File: src/core/lfc_pkg.sv
// Purpose: constants for the linefeed state and dc feed control block
// Assumes: classic wishbone, 32-bit data, byte addresses = 4 x register index
// Notes: voltage codes step 1.5 V, current codes step 3 mA from 20 mA
package lfc_pkg;
   // ****************************************************************
   // register indices and byte addresses
   // ****************************************************************
   localparam logic [7:0] LFC_IDX_STATE = 8'h40;
   localparam logic [7:0] LFC_IDX_LOOP_CURRENT_LIMIT = 8'h47;
   localparam logic [7:0] LFC_IDX_VOC = 8'h48;
   localparam logic [7:0] LFC_IDX_VCM = 8'h49;
   localparam logic [7:0] LFC_IDX_CTRL = 8'h50;
   localparam logic [7:0] LFC_IDX_IRQ_STAT = 8'h51;
   localparam logic [7:0] LFC_IDX_IRQ_CLR = 8'h52;
   localparam logic [7:0] LFC_IDX_IRQ_EN = 8'h53;
   localparam logic [7:0] LFC_IDX_MEAS = 8'h54;
   localparam int LFC_ADDR_W = 10;

   // ****************************************************************
   // field widths and reset values
   // ****************************************************************
   localparam int LFC_STATE_W = 3;
   localparam int LFC_LOOP_CURRENT_LIMIT_W = 3;
   localparam int LFC_VOLT_W = 6;
   localparam int LFC_IRQ_W = 1;
   localparam int LFC_IRQ_PWR_BIT = 0;
   localparam int LFC_CTRL_AUTO_OPEN_ON_POWER_ALARM_BIT = 0;
   localparam logic [2:0] LFC_LOOP_CURRENT_LIMIT_RST = 3'h0;   // 20 mA
   localparam logic [5:0] LFC_VOC_RST = 6'h20;   // 32 x 1.5 V = 48 V
   localparam logic [5:0] LFC_VCM_RST = 6'h02;   // 2 x 1.5 V = 3 V
   localparam logic [2:0] LFC_LOOP_CURRENT_LIMIT_MAX = 3'h7;
   localparam int LFC_LOOP_CURRENT_LIMIT_BASE_MA = 20;
   localparam int LFC_LOOP_CURRENT_LIMIT_STEP_MA = 3;

   // ****************************************************************
   // linefeed states
   // ****************************************************************
   typedef enum logic [2:0] {
      LFC_OPEN = 3'h0,
      LFC_FWD_ACT = 3'h1,
      LFC_FWD_OHT = 3'h2,
      LFC_TIP_OPEN = 3'h3,
      LFC_RINGING = 3'h4,
      LFC_REV_ACT = 3'h5,
      LFC_REV_OHT = 3'h6,
      LFC_RING_OPEN = 3'h7
   } lfc_state_e;
endpackage : lfc_pkg

File: src/core/lfc_drive_dec.sv
// Purpose: registered decode of a linefeed state into driver and path enables
// Assumes: state value arrives one cycle before the enables change
// Notes: outputs are flip-flops
`timescale 1ns/1ns
module lfc_drive_dec (
   // clock and reset
   input wire logic clk_i,
   input wire logic rst_i,
   // state in
   input wire lfc_pkg::lfc_state_e state_i,
   // enables out
   output logic tip_drive_en_o,
   output logic ring_drive_en_o,
   output logic audio_pwr_en_o,
   output logic ringing_sel_o,
   output logic reverse_pol_o
);
   import lfc_pkg::*;

   typedef struct packed {
      logic tip;
      logic ring;
      logic audio;
      logic rng;
      logic rev;
   } lfc_dec_s;

   lfc_dec_s s_q;
   lfc_dec_s s_d;

   always_comb begin
      s_d = '0;
      case (state_i)
         LFC_OPEN: begin
            s_d = '0; // RQ2
         end
         LFC_FWD_ACT: begin
            s_d.tip = 1'b1; // RQ4
            s_d.ring = 1'b1;
         end
         LFC_REV_ACT: begin
            s_d.tip = 1'b1; // RQ4
            s_d.ring = 1'b1;
            s_d.rev = 1'b1; // RQ14
         end
         LFC_FWD_OHT: begin
            s_d.tip = 1'b1;
            s_d.ring = 1'b1;
            s_d.audio = 1'b1; // RQ5
         end
         LFC_REV_OHT: begin
            s_d.tip = 1'b1;
            s_d.ring = 1'b1;
            s_d.audio = 1'b1; // RQ5
            s_d.rev = 1'b1;
         end
         LFC_TIP_OPEN: begin
            s_d.ring = 1'b1; // RQ6
         end
         LFC_RING_OPEN: begin
            s_d.tip = 1'b1; // RQ7
         end
         LFC_RINGING: begin
            s_d.tip = 1'b1;
            s_d.ring = 1'b1;
            s_d.rng = 1'b1; // RQ8
         end
         default: begin
            s_d = '0;
         end
      endcase
   end

   always_ff @(posedge clk_i) begin
      if (rst_i) begin
         s_q <= '0;
      end else begin
         s_q <= s_d;
      end
   end

   assign tip_drive_en_o = s_q.tip;
   assign ring_drive_en_o = s_q.ring;
   assign audio_pwr_en_o = s_q.audio;
   assign ringing_sel_o = s_q.rng;
   assign reverse_pol_o = s_q.rev;
endmodule : lfc_drive_dec

File: src/core/lfc_top.sv
// Purpose: linefeed state register, dc feed settings and power alarm handling
// Assumes: classic wishbone slave, one 10 MHz clock, synchronous reset
// Notes: overview follows
// Overview of operation
// [RQ1] eight states, chosen by state register
// [RQ2] open state drops all drive enables
// [RQ3] power alarm may force open state
// [RQ4] active states: drive on, audio off
// [RQ5] on-hook transmission states power audio paths
// [RQ6] tip open: tip off, ring driven
// [RQ7] ring open: ring off, tip driven
// [RQ8] ringing state routes ringing generator out
// [RQ9] six-bit open voltage, default 48 V
// [RQ10] three-bit current limit, default 20 mA
// [RQ11] six-bit common-mode offset, default 3 V
// [RQ12] software sets feed before active state
// [RQ13] measurement runs in every state
// [RQ14] fixed three-bit state code decode
// [RQ15] alarm sets status, irq; open if enabled
// [RQ16] linear code scaling, current saturates above seven
// [RQ17] auto open shows in state register
//
// The Wishbone slave port was left to the implementer.
`timescale 1ns/1ns
module lfc_top #(
   parameter int LOOP_CURRENT_LIMIT_MA_W = 6
) (
   // clock and reset
   input wire logic clk_i,
   input wire logic rst_i,
   // wishbone slave
   input wire logic cyc_i,
   input wire logic stb_i,
   input wire logic we_i,
   input wire logic [lfc_pkg::LFC_ADDR_W-1:0] adr_i,
   input wire logic [3:0] sel_i,
   input wire logic [31:0] dat_i,
   output logic [31:0] dat_o,
   output logic ack_o,
   // power monitor and measurement
   input wire logic power_alarm_i,
   input wire logic meas_strobe_i,
   // linefeed control
   output logic tip_drive_en_o,
   output logic ring_drive_en_o,
   output logic audio_pwr_en_o,
   output logic ringing_sel_o,
   output logic reverse_pol_o,
   output logic meas_en_o,
   output logic [lfc_pkg::LFC_LOOP_CURRENT_LIMIT_W-1:0] loop_current_limit_o,
   output logic [LOOP_CURRENT_LIMIT_MA_W-1:0] loop_current_limit_ma_o,
   output logic [lfc_pkg::LFC_VOLT_W-1:0] open_circuit_voltage_o,
   output logic [lfc_pkg::LFC_VOLT_W-1:0] common_mode_offset_o,
   output logic [2:0] line_state_select_o,
   // interrupt
   output logic irq_o
);
   import lfc_pkg::*;

   // ****************************************************************
   // state
   // ****************************************************************
   typedef struct packed {
      lfc_state_e state;
      logic [LFC_LOOP_CURRENT_LIMIT_W-1:0] loop_current_limit;
      logic [LOOP_CURRENT_LIMIT_MA_W-1:0] loop_current_limit_ma;
      logic [LFC_VOLT_W-1:0] open_circuit_voltage_reg;
      logic [LFC_VOLT_W-1:0] common_mode_voltage_reg;
      logic auto_open_on_power_alarm;
      logic [LFC_IRQ_W-1:0] stat;
      logic [LFC_IRQ_W-1:0] en;
      logic alarm_prev;
      logic [15:0] meas_cnt;
      logic meas_en;
      logic irq;
      logic ack;
      logic [31:0] rdat;
   } lfc_top_s;

   lfc_top_s s_q;
   lfc_top_s s_d;

   // ****************************************************************
   // helpers
   // ****************************************************************
   function automatic logic [7:0] reg_index(input logic [LFC_ADDR_W-1:0] a);
      reg_index = a[LFC_ADDR_W-1:2];
   endfunction : reg_index

   function automatic logic [LOOP_CURRENT_LIMIT_MA_W-1:0] loop_current_limit_to_ma(input logic [LFC_LOOP_CURRENT_LIMIT_W-1:0] c);
      logic [LFC_LOOP_CURRENT_LIMIT_W-1:0] cs;
      cs = (c > LFC_LOOP_CURRENT_LIMIT_MAX) ? LFC_LOOP_CURRENT_LIMIT_MAX : c;
      loop_current_limit_to_ma = LOOP_CURRENT_LIMIT_MA_W'(LFC_LOOP_CURRENT_LIMIT_BASE_MA + LFC_LOOP_CURRENT_LIMIT_STEP_MA * int'(cs)); // RQ16
   endfunction : loop_current_limit_to_ma

   logic req;
   logic wr;
   logic alarm_rise;
   logic [7:0] idx;

   always_comb begin
      req = cyc_i && stb_i && !s_q.ack;
      wr = req && we_i && sel_i[0];
      idx = reg_index(adr_i);
      alarm_rise = power_alarm_i && !s_q.alarm_prev;
      s_d = s_q;
      s_d.ack = req;
      s_d.meas_en = 1'b1; // RQ13
      s_d.alarm_prev = power_alarm_i;
      s_d.loop_current_limit_ma = loop_current_limit_to_ma(s_q.loop_current_limit); // RQ16
      if (meas_strobe_i) begin
         s_d.meas_cnt = s_q.meas_cnt + 16'h0001; // RQ13
      end
      // register writes
      if (wr) begin
         case (idx)
            LFC_IDX_STATE: s_d.state = lfc_state_e'(dat_i[LFC_STATE_W-1:0]); // RQ1 RQ14
            LFC_IDX_LOOP_CURRENT_LIMIT: s_d.loop_current_limit = dat_i[LFC_LOOP_CURRENT_LIMIT_W-1:0]; // RQ10
            LFC_IDX_VOC: s_d.open_circuit_voltage_reg = dat_i[LFC_VOLT_W-1:0]; // RQ9
            LFC_IDX_VCM: s_d.common_mode_voltage_reg = dat_i[LFC_VOLT_W-1:0]; // RQ11
            LFC_IDX_CTRL: s_d.auto_open_on_power_alarm = dat_i[LFC_CTRL_AUTO_OPEN_ON_POWER_ALARM_BIT];
            LFC_IDX_IRQ_CLR: s_d.stat = s_q.stat & ~dat_i[LFC_IRQ_W-1:0];
            LFC_IDX_IRQ_EN: s_d.en = dat_i[LFC_IRQ_W-1:0];
            default: begin
            end
         endcase
      end
      // alarm set wins over clear; auto open wins over a state write
      if (alarm_rise) begin
         s_d.stat[LFC_IRQ_PWR_BIT] = 1'b1; // RQ15
         if (s_q.auto_open_on_power_alarm) begin
            s_d.state = LFC_OPEN; // RQ3 RQ15 RQ17
         end
      end
      s_d.irq = |(s_d.stat & s_d.en); // RQ15
      // read data
      s_d.rdat = 32'h0;
      if (req && !we_i) begin
         case (idx)
            LFC_IDX_STATE: s_d.rdat = {29'h0, s_q.state}; // RQ17
            LFC_IDX_LOOP_CURRENT_LIMIT: s_d.rdat = {29'h0, s_q.loop_current_limit};
            LFC_IDX_VOC: s_d.rdat = {26'h0, s_q.open_circuit_voltage_reg};
            LFC_IDX_VCM: s_d.rdat = {26'h0, s_q.common_mode_voltage_reg};
            LFC_IDX_CTRL: s_d.rdat = {31'h0, s_q.auto_open_on_power_alarm};
            LFC_IDX_IRQ_STAT: s_d.rdat = {31'h0, s_q.stat};
            LFC_IDX_IRQ_EN: s_d.rdat = {31'h0, s_q.en};
            LFC_IDX_MEAS: s_d.rdat = {16'h0, s_q.meas_cnt};
            default: s_d.rdat = 32'h0;
         endcase
      end
   end

   always_ff @(posedge clk_i) begin
      if (rst_i) begin
         s_q <= '0;
         s_q.state <= LFC_OPEN;
         s_q.loop_current_limit <= LFC_LOOP_CURRENT_LIMIT_RST; // RQ10
         s_q.loop_current_limit_ma <= LOOP_CURRENT_LIMIT_MA_W'(LFC_LOOP_CURRENT_LIMIT_BASE_MA);
         s_q.open_circuit_voltage_reg <= LFC_VOC_RST; // RQ9
         s_q.common_mode_voltage_reg <= LFC_VCM_RST; // RQ11
      end else begin
         s_q <= s_d;
      end
   end

   // ****************************************************************
   // driver decode
   // ****************************************************************
   lfc_drive_dec u_dec (
      .clk_i(clk_i),
      .rst_i(rst_i),
      .state_i(s_q.state),
      .tip_drive_en_o(tip_drive_en_o),
      .ring_drive_en_o(ring_drive_en_o),
      .audio_pwr_en_o(audio_pwr_en_o),
      .ringing_sel_o(ringing_sel_o),
      .reverse_pol_o(reverse_pol_o)
   );

   // ****************************************************************
   // outputs
   // ****************************************************************
   assign meas_en_o = s_q.meas_en;
   assign dat_o = s_q.rdat;
   assign ack_o = s_q.ack;
   assign irq_o = s_q.irq;
   assign loop_current_limit_o = s_q.loop_current_limit;
   assign loop_current_limit_ma_o = s_q.loop_current_limit_ma;
   assign open_circuit_voltage_o = s_q.open_circuit_voltage_reg;
   assign common_mode_offset_o = s_q.common_mode_voltage_reg;
   assign line_state_select_o = s_q.state;
endmodule : lfc_top

File: config.mk
export PLATFORM = sky130hd
export DESIGN_NAME = lfc_top
export DESIGN_NICKNAME = d
export VERILOG_FILES = /design/src/core/lfc_pkg.sv /design/src/core/lfc_drive_dec.sv /design/src/core/lfc_top.sv
export SDC_FILE = /design/constraint.sdc
export NUM_CORES = 1
export LEC_CHECK = 0
export CORE_MARGIN = 10
export CORE_UTILIZATION = 36
export DETAILED_ROUTE_END_ITERATION = 16
export DONT_BUFFER_PORTS = 1
export PLACE_DENSITY = 0.48
export SLEW_MARGIN = 20
export SYNTH_ARGS = -nofsm -noshare
export SYNTH_HDL_FRONTEND = slang
export SYNTH_SLANG_ARGS = --single-unit
File: constraint.sdc
create_clock -name clk_i -period 1.6 [get_ports clk_i]
set_input_delay 0 -clock clk_i [delete_from_list [all_inputs] [get_ports clk_i]]
set_output_delay 0 -clock clk_i [all_outputs]
set_load 0.005 [all_outputs]
# Word-level counts from Yosys, hierarchy flattened
# Cells that the tools add are included.
[word_totals] out_inout_bits=64 ff_bits=84 mem_bits_rw=0 inputBits=53 romBits=0 latch_bits=0 mem_count=0
[classes] addsub=2 reduce_logical=18 eq_ne=16 div_mod_pow=0 multipliers=1 bitwise_logic=4 mux=18 magnitude_cmp=1 n_shift=0
[ops] operator="case mux 16 bit (8 select lines)" n=1
[ops] operator="equality test 8 x 7 -> 1 bit, second input constant" n=9
[ops] operator="2-to-1 mux 35 bit" n=1
[ops] operator="adder 16 x 1 -> 16 bit, second input constant" n=1
[ops] operator="2-to-1 mux 16 bit" n=1
[ops] operator="2-to-1 mux 3 bit" n=5
[ops] operator="equality test 3 bit, second input constant" n=4
[ops] operator="OR reduction 6 bit" n=2
[ops] operator="2-to-1 mux 1 bit" n=8
[ops] operator="AND reduction 2 bit" n=4
[ops] operator="adder 5 x 5 -> 6 bit, first input constant" n=1
[ops] operator="equality test 3 x 2 -> 1 bit, second input constant" n=2
[ops] operator="logical AND 1 bit" n=6
[ops] operator="2-to-1 mux 6 bit" n=1
[ops] operator="OR reduction 2 bit" n=3
[ops] operator="multiplier 2 x 3 -> 5 bit, first input constant" n=1
[ops] operator="equality test 3 x 1 -> 1 bit, second input constant" n=1
[ops] operator="> comparator 3 bit, second input constant" n=1
[ops] operator="logical NOT 1 bit" n=3
[ops] operator="bitwise AND 1 bit" n=2
[ops] operator="2-to-1 mux 2 bit" n=1
[ops] operator="inverter 1 bit" n=2

# Logic depth before layout (Yosys ltp)
# Gate-level depths: netlist of run 1.
[logic_depth] word_depth=8 depth_mapped=7

# By module
# A second synthesis of run 1 with hierarchy kept.
[unflattened] hier_cells=364 hier_area_um2=3270.6
[by_module_without_submodules] module="lfc_top" seq_area_each_um2=1261.2 cells_each=350 area_per_inst_um2=3116.7 n_inst=1
[by_module_without_submodules] module="lfc_drive_dec" seq_area_each_um2=100.1 cells_each=14 area_per_inst_um2=153.9 n_inst=1

# Worst setup path after synthesis of run 1
# OpenSTA, ideal clock, no wires.
[synth_timing] path_type="reg-to-reg" from="register s_q[35] in the netlist's numbering" to="register s_q[49] in the netlist's numbering" n_path_buf=0 required_time_ns=1.530 path_stages_with_launch=6 setup_ns=0.070 setup_slack_ns=-0.040 arrival_ns=1.570 cell_sequence="dfxtp_1 -> ha_1 -> nand4_2 -> or2_4 -> or4_1 -> a21oi_1"
[synth_via] elab_chain_len=1
[synth_lines] element="start: declaration" line="lfc_top.sv:80" rtl="lfc_top_s s_q;"
[synth_lines] element="adder 16 x 1 -> 16 bit" line="lfc_top.sv:112" rtl="s_d.meas_cnt = s_q.meas_cnt + 16'h0001;"
# Every way passes these cells.
# A chain may end at the register's enable or synchronous reset.

# Worst setup path after layout of run 1
[layout_timing] from="register s_q[35] in the netlist's numbering" to="register s_q[47] in the netlist's numbering"
# Same word-level chain as after synthesis.

==> qor.txt, run 1 <==
Largest net degree at the start of global routing: 45
Num CTS Buffers: 9
Antenna diode count: 0
Syn Inst Count: 359
Netlist cell types: 51
RSZ-0062 raised after global routing: yes
Worst Path Max Fanout: 4
Final Cycle Share: 96.1%
Port bufs: 0
DR vias/cell: 4.89
Via count: 2337
Critical Path RT: 1.88 ns
Slew @ Worst Pin: 0.499 ns
Initial DRC Count: 109
Gr ovfl total: 0
Clock latency on the worst-skew pair: 0.35 ns
Hpwl dp: 5810 µm
H-tree Lvls: 3
Synthesized flop and latch total: 68
Die extent in x: 116 µm
Hold Path Class: input port to flip-flop
Startpoint types: flip-flop
Final Hold Fails: 0
Total Power: 0.00383 W
CTS tree: yes
Fin cells: 478
Post-Syn Area: 0.00332 mm²
I/O pin total: 117
Post-DRT Antenna Nets: 0
Drt pass-1 iters: 4
Final wirelength: 8410 µm
Die area: 0.0135 mm²
Core Footprint: 0.00911 mm²
Max Cap Viol: 0
Post-synthesis average cell area: 9.26 µm²
Async SR Flop Fraction: 0%
Slew margin rel.: 66.6%
Number of global-route vias before repair: 2311
Final #Nets: 424
Clk sinks: 68
Critical Path AT: 1.82 ns
Worst Setup Path Type: flip-flop to flip-flop
Worst setup EP type: flip-flop
First-pass GRT wire length: 13100 µm
Bufs on Longest Clock Path: 2
Synth Flop Type: dfxtp_1
Worst vdd ir: 0.463 mV
Status: complete, no violations
Area delta synth->final: 13.0%
Share of layout cells above drive strength 1: 17.7%
Ys Warns: 0
FF/Latch Area: 0.00137 mm²
Min Tclk post-route: 1.54 ns
Finish-stage setup viols: 0
Multi-input combinational cell area: 0.00151 mm²
RePlAce Congestion: 0.795
Reg clk slew, reported paths: 0.09 ns
Filler cells: 927
DRC violations left: 0
Initial Utilization: 36.5%
Slew Limit Fails: 0
Total GRT Usage: 12.5%
Die Y: 116 µm
Clk root buf: clkbuf_8
TNS Setup: 0 ns
Antenna violations before repair: 0
Achievable frequency: 650 MHz
Worst Skew: 0.0138 ns
Power Dens Cells: 1020 mW/mm²
Inst Count DP: 440
Leakage power: 1.61 nW
Post-synth EDFFs: 0
Average wire per standard cell: 17.6 µm
Row count: 35
Sequential fraction of the synthesis area: 41.0%
## cell usage after synthesis (4+ instances only)
library cell | n | area share, %
mux2_2 | 6 | 2.0
and3_1 | 16 | 3.0
xor2_1 | 7 | 1.8
o31ai_1 | 4 | 0.90
nor2_1 | 33 | 3.7
ha_1 | 8 | 3.0
nand2_1 | 19 | 2.1
nor2b_1 | 8 | 1.5
mux2i_1 | 18 | 5.4
nand4_1 | 8 | 1.5
a21oi_1 | 15 | 2.3
buf_4 | 56 | 13
nor3_1 | 4 | 0.60
nand3_1 | 8 | 1.2
a22oi_1 | 5 | 1.1
o21ai_0 | 9 | 1.4
clkbuf_1 | 10 | 1.1
inv_1 | 10 | 1.1
dfxtp_1 | 68 | 41
## logic make-up after synthesis
kind of cell / after synthesis / synth area share, %
mux: 24 / 7.45
flops: 68 / 41.0
fa+ha+maj: 9 / 3.61
compound gates: 43 / 8.28
xor+xnor: 10 / 2.64
other cells: 1 / 0.113
buf+inv: 81 / 16.2
simple gates: 123 / 20.7
## metrics by stage
stage	area (µm²)	utilization [%]	setup slack (ns)	hold slack (ns)
5_1_grt	3750	41.2	-0.00803	0.0426
2_1_floorplan	3380	-	0.00247	0.125
3_3_place_gp	3220	35.3	0.00550	0.0770
6_report	3750	41.2	0.0626	0.0210
4_1_cts	3720	40.8	0.00298	0.00158
3_5_place_dp	3220	35.3	-0.0193	0.0764
## cell type report
cell class	count	area share, %
clock inverters	6	3.60
flip-flops and latches	68	36.5
clock buffers	10	3.67
repair buffers	48	11.3
multi-input cells	225	40.3
inverters	10	1.00
well taps	111	3.70
## report_power, final
part	total [W]	internal, W	leakage, nW	switching (W)
Clock	0.00193	0.00124	0.129	0.000690
Sequential	0.00171	0.00170	0.551	0.0000102
Combinational	0.000194	0.0000913	0.932	0.000102
## metal layers
metal,vias to the layer above,global-route usage (%),wire length (µm)
met5,-,0,0
met4,0,4.84,117
met3,12,4.55,694
met2,64,19.0,3740
met1,1086,15.9,3860
li1,1175,-,-
## worst max-delay path, cell delays in order, from the launching register on
cell and delay (ns):
dfxtp_4 0.37, ha_4 0.15, nand4_4 0.10, or2_4 0.29, or3_2 0.44, a21oi_1 0.14
## path summary, 6_finish.rpt
path / from / endpoint / slack, ns / cells past startpoint
worst max register to register: s_q[35] / s_q[47] / 0.06 / 5
worst max-delay path: s_q[35] / s_q[47] / 0.06 / 5
worst min register to register: s_q[50] / s_q[50] / 0.48 / 2
worst min-delay path: adr_i[2] / dat_o[5] / 0.02 / 3
## cell usage in the layout (no fill, tap or decap), types with 2 or more instances in the layout
cell           synthesis  final
a21oi_1               15     15
a22o_1                 3      3
a22oi_1                5      5
and3_1                16     16
and4_1                 3      3
buf_4                 56     27
bufinv_16              0      4
clkbuf_8               2     10
clkinvlp_4             0      2
conb_1                 1     16
dfxtp_1               68     65
dfxtp_4                0      2
dlygate4sd3_1          0     20
ha_1                   8      7
inv_1                 10     10
mux2_2                 6      6
mux2i_1               18     18
nand2_1               19     19
nand3_1                8      8
nand3b_1               2      2
nand4_1                8      8
nor2_1                33     33
nor2b_1                8      7
nor3_1                 4      4
nor3b_1                3      3
o21ai_0                9      9
o31ai_1                4      4
or3_1                  2      2
or4_1                  3      3
xnor2_1                3      3
xor2_1                 7      7
## state kept, by name, indices dropped and copies added (netlist names)
register                 flops
s_q                         20
dat_o                       16
common_mode_offset_o         6
loop_current_limit_ma_o      6
open_circuit_voltage_o       6
line_state_select_o          3
loop_current_limit_o         3
ack_o                        1
irq_o                        1
meas_en_o                    1
u_dec.audio_pwr_en_o         1
u_dec.reverse_pol_o          1
u_dec.ring_drive_en_o        1
u_dec.ringing_sel_o          1
u_dec.tip_drive_en_o         1
## what timing repair did
action                                 in CTS  in global routing
pin swaps                                   1                  3
resized for setup                           0                  7
endpoints found under the hold margin      56                  0
setup endpoints to repair                   2                  6
hold buffers                               21                  0
setup buffers                               1                  0
(Power assumes the default switching activity.)
==> inputs of run 2 (changes only) <==
--- a/config.mk
+++ b/config.mk
@@ -13,4 +13,5 @@
 export SLEW_MARGIN = 20
 export SYNTH_ARGS = -nofsm -noshare
 export SYNTH_HDL_FRONTEND = slang
+export SYNTH_HIERARCHICAL = 1
 export SYNTH_SLANG_ARGS = --single-unit
==> run 2 against run 1 <==
Against the previous run:
- global-route usage rose by 0.51 points
- critical path type unchanged
- largest power group is now registers
- flip-flop and latch count unchanged
- highest routed layer unchanged
- combinational power barely moved
- via count grew 2.4%
- worst setup slack worse by 0.078 ns
- the flow now finishes with violations (setup timing)
- first-iteration DRC count rose by 15%
- sequential power about the same
- largest cell class unchanged
==> qor.txt, run 2 <==
Status: complete, but fails checks
Failing checks: setup timing
Clk sinks: 68 (unchanged)
Achievable frequency: 619 MHz (-4.8%)
Die area: 0.0133 mm² (-1.3%)
Worst vdd ir: 0.521 mV (+13%)
Setup ws final: -0.0152 ns (-0.0778 ns)
Largest register FFs: 20 (unchanged)
Most frequent cell after synthesis: dfxtp_1
Synth top area share: 41.6% (+0.66 points)
NetSw: 0.000826 W (+2.9%)
Gr ovfl total: 0 (unchanged)
Post-synth top cells: dfxtp_1 (68), buf_4 (56), nor2_1 (31)
Post-Syn Area: 0.00327 mm² (-1.6%)
Share of layout cells above drive strength 1: 17.4% (-0.36 points)
CP max-delay cell: or4_4
Commonest non-fill, non-tap cells in the layout: dfxtp_1 (65), nor2_1 (31), nand3_1 (21), a21oi_1 (19), buf_4 (19)
Critical Path RT: 1.83 ns (-0.05 ns)
Largest net degree at the start of global routing: 41 (-8.9%)
Core Footprint: 0.00876 mm² (-3.8%)
Initial Utilization: 37.3% (+0.84 points)
DRC violations left: 0 (unchanged)
Post-synthesis average cell area: 8.99 µm² (-2.9%)
DR vias/cell: 5.07 (+3.7%)
Antenna violations before repair: 1 (+1)
Hold Path Class: input port to flip-flop
H-tree Lvls: 3 (unchanged)
Setup repair bufs after CTS: 0 (-1)
Power Dens Cells: 930 mW/mm² (-9.0%)
Bufs on Longest Clock Path: 2 (unchanged)
Row count: 34 (-2.9%)
Num CTS Buffers: 9 (unchanged)
Startpoint types: flip-flop
Post-DRT Antenna Nets: 0 (unchanged)
Max Cap Viol: 0 (unchanged)
Post-synth EDFFs: 0 (unchanged)
Total GRT Usage: 13.1% (+0.51 points)
Worst Path Max Fanout: 10 (+6)
Worst Setup Path Type: flip-flop to flip-flop
Average wire per standard cell: 18.2 µm (+3.2%)
Final wirelength: 8570 µm (+2.0%)
Via count: 2393 (+2.4%)
Sequential fraction of the synthesis area: 41.6% (+0.66 points)
Finish-stage setup viols: 5 (+5)
Final Cycle Share: 101% (+4.9 points)
Ys Warns: 6 (+6)
Commonest non-fill, non-tap cell in the layout: dfxtp_1
Post-synth top area cell: dfxtp_1
Int Pwr: 0.00251 W (-17%)
Largest register by flop count: s_q
Filler cells: 895 (-3.5%)
RSZ-0062 raised after global routing: yes
Total Power: 0.00334 W (-13%)
Async SR Flop Fraction: 0% (unchanged)
Hpwl dp: 5940 µm (+2.3%)
Netlist cell types: 55 (+7.8%)
Fin cells: 472 (-1.3%)
I/O pin total: 117 (unchanged)
Critical Path AT: 1.85 ns (+0.03 ns)
Drt pass-1 iters: 4 (unchanged)
Area delta synth->final: 9.72%
Clk root buf: clkbuf_8
Syn Inst Count: 364 (+1.4%)
Leakage power: 1.31 nW (-18%)
Slew Limit Fails: 0 (unchanged)
Reg clk slew, reported paths: 0.08 ns (about the same)
Clock network fraction of design power: 42.9% (-7.4 points)
Slowest stage delay, CP: 0.57 ns (+0.13 ns)
Min Tclk post-route: 1.62 ns (+0.0778 ns)
Fin util: 40.9% (-0.26 points)
Top cells by area, synth: dfxtp_1 (42%), buf_4 (13%), nor2_1 (3.6%), nand3_1 (3.4%), a21oi_1 (3.1%)
Initial DRC Count: 125 (+15%)
Worst Skew: 0.00806 ns (-0.00579 ns)
Top delay family on crit path: simple AND/OR/NAND/NOR gates
Synth Flop Type: dfxtp_1
Final #Nets: 415 (-2.1%)
Final Hold Fails: 0 (unchanged)
Sw Ratio: 24.8% (+3.8 points)
First-pass GRT wire length: 13600 µm (+4.2%)
Logic pwr share: 5.7% (+0.7 points)
Die extent in x: 115 µm (-0.66%)
RePlAce Congestion: 0.792 (-0.34%)
Port bufs: 0 (unchanged)
Inst Count DP: 435 (-1.1%)
Worst setup EP type: flip-flop
Number of global-route vias before repair: 2443 (+5.7%)
Die Y: 115 µm (-0.66%)
Clock latency on the worst-skew pair: 0.35 ns (about the same)
Reg power frac: 51.4% (+6.7 points)
Worst path cell trace: nand3b_1 > buf_12 > or4_4 > o21ai_1 > a21oi_1
Buf/Inv on CP: 1 (+1)
Synthesized flop and latch total: 68 (unchanged)
CTS tree: yes
-- run 2: cell count changes after synthesis, sizes merged, moves of 5 or more --
cell | before | now
nand3 | 8 | 22
and3 | 17 | 3
o21ai | 9 | 15
and2 | 1 | 11
mux2i | 18 | 9
ha | 8 | 3
nand2 | 19 | 11
a21oi | 15 | 20
nor4 | 1 | 9
-- run 2: logic make-up after synthesis --
logic type / Yosys count / share of synthesized area [%]
and+or+nand+nor: 132 / 23.0
buffers and inverters: 80 / 15.9
DFF: 68 / 41.6
AOI/OAI and AO/OA: 54 / 10.3
muxes: 13 / 4.13
xor gates and xnor gates: 12 / 3.21
adders and majority gates: 4 / 1.76
other: 1 / 0.115
-- run 2: area by class of cell --
class | count | area, µm² | share of cell area (%)
inverter | 8 | 30.0 | 0.837
clock buffer | 9 | 124 | 3.45
tap | 108 | 135 | 3.77
sequential | 68 | 1370 | 38.0
timing repair buffer | 40 | 383 | 10.7
clock inverter | 7 | 75.1 | 2.09
antenna | 1 | 2.50 | 0.0697
multi-input combinational | 231 | 1470 | 41.1
-- run 2: path summary, 6_finish.rpt --
path | startpoint | end | slack, ns | depth (start not counted)
min reg2reg | s_q[50] | dat_o[15] | 0.49 | 1
max reg2reg | ack_o | open_circuit_voltage_o[1] | -0.02 | 5
max | ack_o | open_circuit_voltage_o[1] | -0.02 | 5
min | adr_i[6] | dat_o[3] | 0.007 | 3
-- run 2: worst min-delay path, cell delays in order --
cell and delay (ns):
or3b_1 0.11, or4_1 0.13, a21oi_1 0.07
-- run 2: stage by stage --
step / hold slack [ns] / setup TNS (ns) / setup WS (ns) / area, µm²
CTS: 0.00752 / -0.0135 / -0.00998 / 3560
global placement: 0.0801 / 0 / 0.0154 / 3140
finish: 0.00725 / -0.0436 / -0.0152 / 3590
floorplan: 0.0691 / 0 / 0.0218 / 3330
detailed placement: 0.0801 / -0.0316 / -0.0116 / 3140
global route: 0.0341 / -0.517 / -0.0836 / 3590
-- run 2: timing repair --
| action | in CTS | in global routing |
|---|---|---|
| hold buffers | 20 | 0 |
| hold endpoints to repair | 58 | 0 |
| resized for setup | 3 | 10 |
| endpoints found under the setup margin | 4 | 16 |
-- run 2: per-layer routing --
layer / global-route usage, % / up-vias / routed length [µm]
li1: - / 1202 / -
met4: 4.13 / 0 / 104
met3: 4.48 / 9 / 732
met5: 0 / - / 0
met1: 16.1 / 1107 / 3650
met2: 20.9 / 75 / 4080
-- run 2: power groups by stage --
| stage | Combinational [W] | Clock, W | Sequential [W] |
|---|---|---|---|
| 4_1_cts | 0.000188 | 0.00149 | 0.00171 |
| 6_report | 0.000191 | 0.00143 | 0.00171 |
| 3_5_place_dp | 0.000104 | 0 | 0.00175 |
| 3_3_place_gp | 0.000103 | 0 | 0.00175 |
| 5_1_grt | 0.000209 | 0.00155 | 0.00172 |
| 2_1_floorplan | 0.000129 | 0 | 0.00175 |
==> inputs of run 3 (changes only) <==
--- a/config.mk
+++ b/config.mk
@@ -5,11 +5,11 @@
 export SDC_FILE = /design/constraint.sdc
 export NUM_CORES = 1
 export LEC_CHECK = 0
-export CORE_MARGIN = 10
+export CORE_MARGIN = 2
 export CORE_UTILIZATION = 36
 export DETAILED_ROUTE_END_ITERATION = 16
 export DONT_BUFFER_PORTS = 1
-export PLACE_DENSITY = 0.48
+export PLACE_DENSITY = 0.59
 export SLEW_MARGIN = 20
 export SYNTH_ARGS = -nofsm -noshare
 export SYNTH_HDL_FRONTEND = slang
==> run 3 against run 2 <==
Against the previous run:
- the run now ends clean
- hold slack improved by 0.011 ns
- global-route usage increased by 2.5 points
- highest routed layer unchanged
- sequential share of layout area increased by 0.39 points
- flip-flop and latch count unchanged
- clock-buffer cell count increased by 2
- critical endpoint is now line_state_select_o[2]
- via count increased by 2.5%
==> qor.txt, run 3 (synthesis gave the netlist of run 2 again) <==
Achievable frequency: 649 MHz (+4.8%)
Row count: 34 (unchanged)
Initial Utilization: 37.3% (unchanged)
DRC violations left: 0 (unchanged)
Drt pass-1 iters: 4 (unchanged)
Min Tclk post-route: 1.54 ns (-0.0742 ns)
Hold Path Class: input port to flip-flop
CP max-delay cell: or4_4
Fin cells: 464 (-1.7%)
Clk sinks: 68 (unchanged)
First-pass GRT wire length: 12000 µm (-12%)
Slew Limit Fails: 0 (unchanged)
Final Cycle Share: 96.3% (-4.6 points)
Post-DRT Antenna Nets: 0 (unchanged)
Post-route design area: 0.00354 mm² (-1.3%)
Buf/Inv on CP: 2 (+1)
Worst vdd ir: 0.365 mV (-30%)
Worst Skew: 0.0146 ns (+0.00653 ns)
Die area: 0.00986 mm² (-26%)
Clock latency on the worst-skew pair: 0.35 ns (about the same)
RePlAce Congestion: 0.804 (+1.6%)
Critical Path RT: 1.83 ns (about the same)
Die Y: 99.3 µm (-14%)
Share of layout cells above drive strength 1: 16.0% (-1.3 points)
DR vias/cell: 5.29 (+4.3%)
Largest register FFs: 20 (unchanged)
Die extent in x: 99.3 µm (-14%)
Inst Count DP: 432 (-0.69%)
Status: complete, no violations
Top delay family on crit path: simple AND/OR/NAND/NOR gates
Startpoint types: flip-flop
Hold Path Stages: 4 (+1)
Worst R2R End: line_state_select_o[2]
Worst Setup Path Type: flip-flop to flip-flop
Final Hold Fails: 0 (unchanged)
I/O pin total: 117 (unchanged)
Clk root buf: clkbuf_8
Commonest non-fill, non-tap cells in the layout: dfxtp_1 (68), nor2_1 (31), nand3_1 (21), a21oi_1 (18), conb_1 (16)
Reg clk slew, reported paths: 0.07 ns (about the same)
Power Dens Cells: 953 mW/mm² (+2.5%)
TNS Setup: 0 ns (+0.0436 ns)
Commonest non-fill, non-tap cell in the layout: dfxtp_1
Total GRT Usage: 15.6% (+2.5 points)
Antenna violations before repair: 0 (-1)
Reg2reg path depth: 6 (+1)
Via count: 2453 (+2.5%)
WHS Endpoint: common_mode_offset_o[0]
Average wire per standard cell: 16.5 µm (-9.4%)
Worst setup EP type: flip-flop
DP Area: 0.00310 mm² (-1.1%)
Initial DRC Count: 133 (+6.4%)
Worst reg2reg startpoint: ack_o
Final #Nets: 408 (-1.7%)
Slowest stage delay, CP: 0.45 ns (-0.12 ns)
Antenna diode count: 0 (-1)
Finish-stage setup viols: 0 (-5)
Area delta synth->final: 8.30%
Worst R2R Setup Slack: 0.06 ns (+0.07 ns)
Crit path top cell by count: buf_6
Final wirelength: 7640 µm (-11%)
Max Cap Viol: 0 (unchanged)
Largest net degree at the start of global routing: 47 (+15%)
CTS tree: yes
Leakage power: 1.30 nW (-0.96%)
Worst path cell trace: nand3b_1 > buf_6 > buf_6 > or4_4 > mux2i_1 > nor2_1
Number of global-route vias before repair: 2271 (-7.0%)
Worst Path Max Fanout: 5 (-5)
Core Footprint: 0.00876 mm² (unchanged)
H-tree Lvls: 3 (unchanged)
Bufs on Longest Clock Path: 2 (unchanged)
Hpwl dp: 5230 µm (-12%)
Num CTS Buffers: 9 (unchanged)
Hold Startpoint: adr_i[3]
Gr ovfl total: 0 (unchanged)
Critical Path AT: 1.77 ns (-0.08 ns)
Largest register by flop count: s_q
Port bufs: 0 (unchanged)
RSZ-0062 raised after global routing: yes
-- run 3: routing by layer --
layer	up-vias	part of all wire (%)	GRT usage (%)
li1	1180	-	-
met1	1189	42	19.1
met2	75	49	25.2
met3	9	6.8	5.97
met4	0	1.6	5.06
met5	-	0	0
-- run 3: report_power, final --
| group | switching (W) | internal (W) |
|---|---|---|
| logic | 0.000109 | 0.0000737 |
| registers | 0.0000107 | 0.00170 |
| clock network | 0.000671 | 0.000807 |
-- run 3: worst max path at each step --
stage                     cells after the start  startpoint  slack, ns                        end
after floorplan                               6    adr_i[5]       0.02     line_state_select_o[0]
after global placement                        5       ack_o      -0.06    common_mode_offset_o[1]
after detailed placement                      5       ack_o      -0.08    common_mode_offset_o[4]
after CTS                                     5       ack_o      -0.04     line_state_select_o[2]
after global routing                          5       ack_o      -0.02  open_circuit_voltage_o[3]
final                                         6       ack_o       0.06     line_state_select_o[2]
-- run 3: what timing repair did --
action	CTS	global route
hold buffers	15	0
gates resized for setup	7	12
pin swaps	1	1
buffers inserted	0	1
hold endpoints to repair	58	0
setup endpoints to repair	24	35
-- run 3: worst register-to-register path, cell delays in order (launching register included) --
cell and delay [ns]:
dfxtp_1 0.31, nand3b_1 0.16, buf_6 0.15, buf_6 0.13
or4_4 0.45, mux2i_1 0.17, nor2_1 0.05
-- run 3: layout make-up --
type | count | area (µm²)
multi-input cells | 231 | 1500
repair buffers | 33 | 307
inverters | 8 | 30.0
clock inverters | 5 | 60.1
fillers | 876 | 5220
flip-flops and latches | 68 | 1360
well taps | 108 | 135
clock buffers | 11 | 151
-- run 3: metrics by stage --
step	hold slack, ns	setup WS, ns	power (W)	util [%]
after detailed placement	0.0760	-0.0798	0.00185	35.4
final	0.0183	0.0589	0.00337	40.4
after floorplan	0.0691	0.0218	0.00188	-
after global placement	0.0759	-0.0553	0.00185	35.4
after CTS	0.00117	-0.0375	0.00339	39.7
after global routing	0.0129	-0.0174	0.00348	40.4
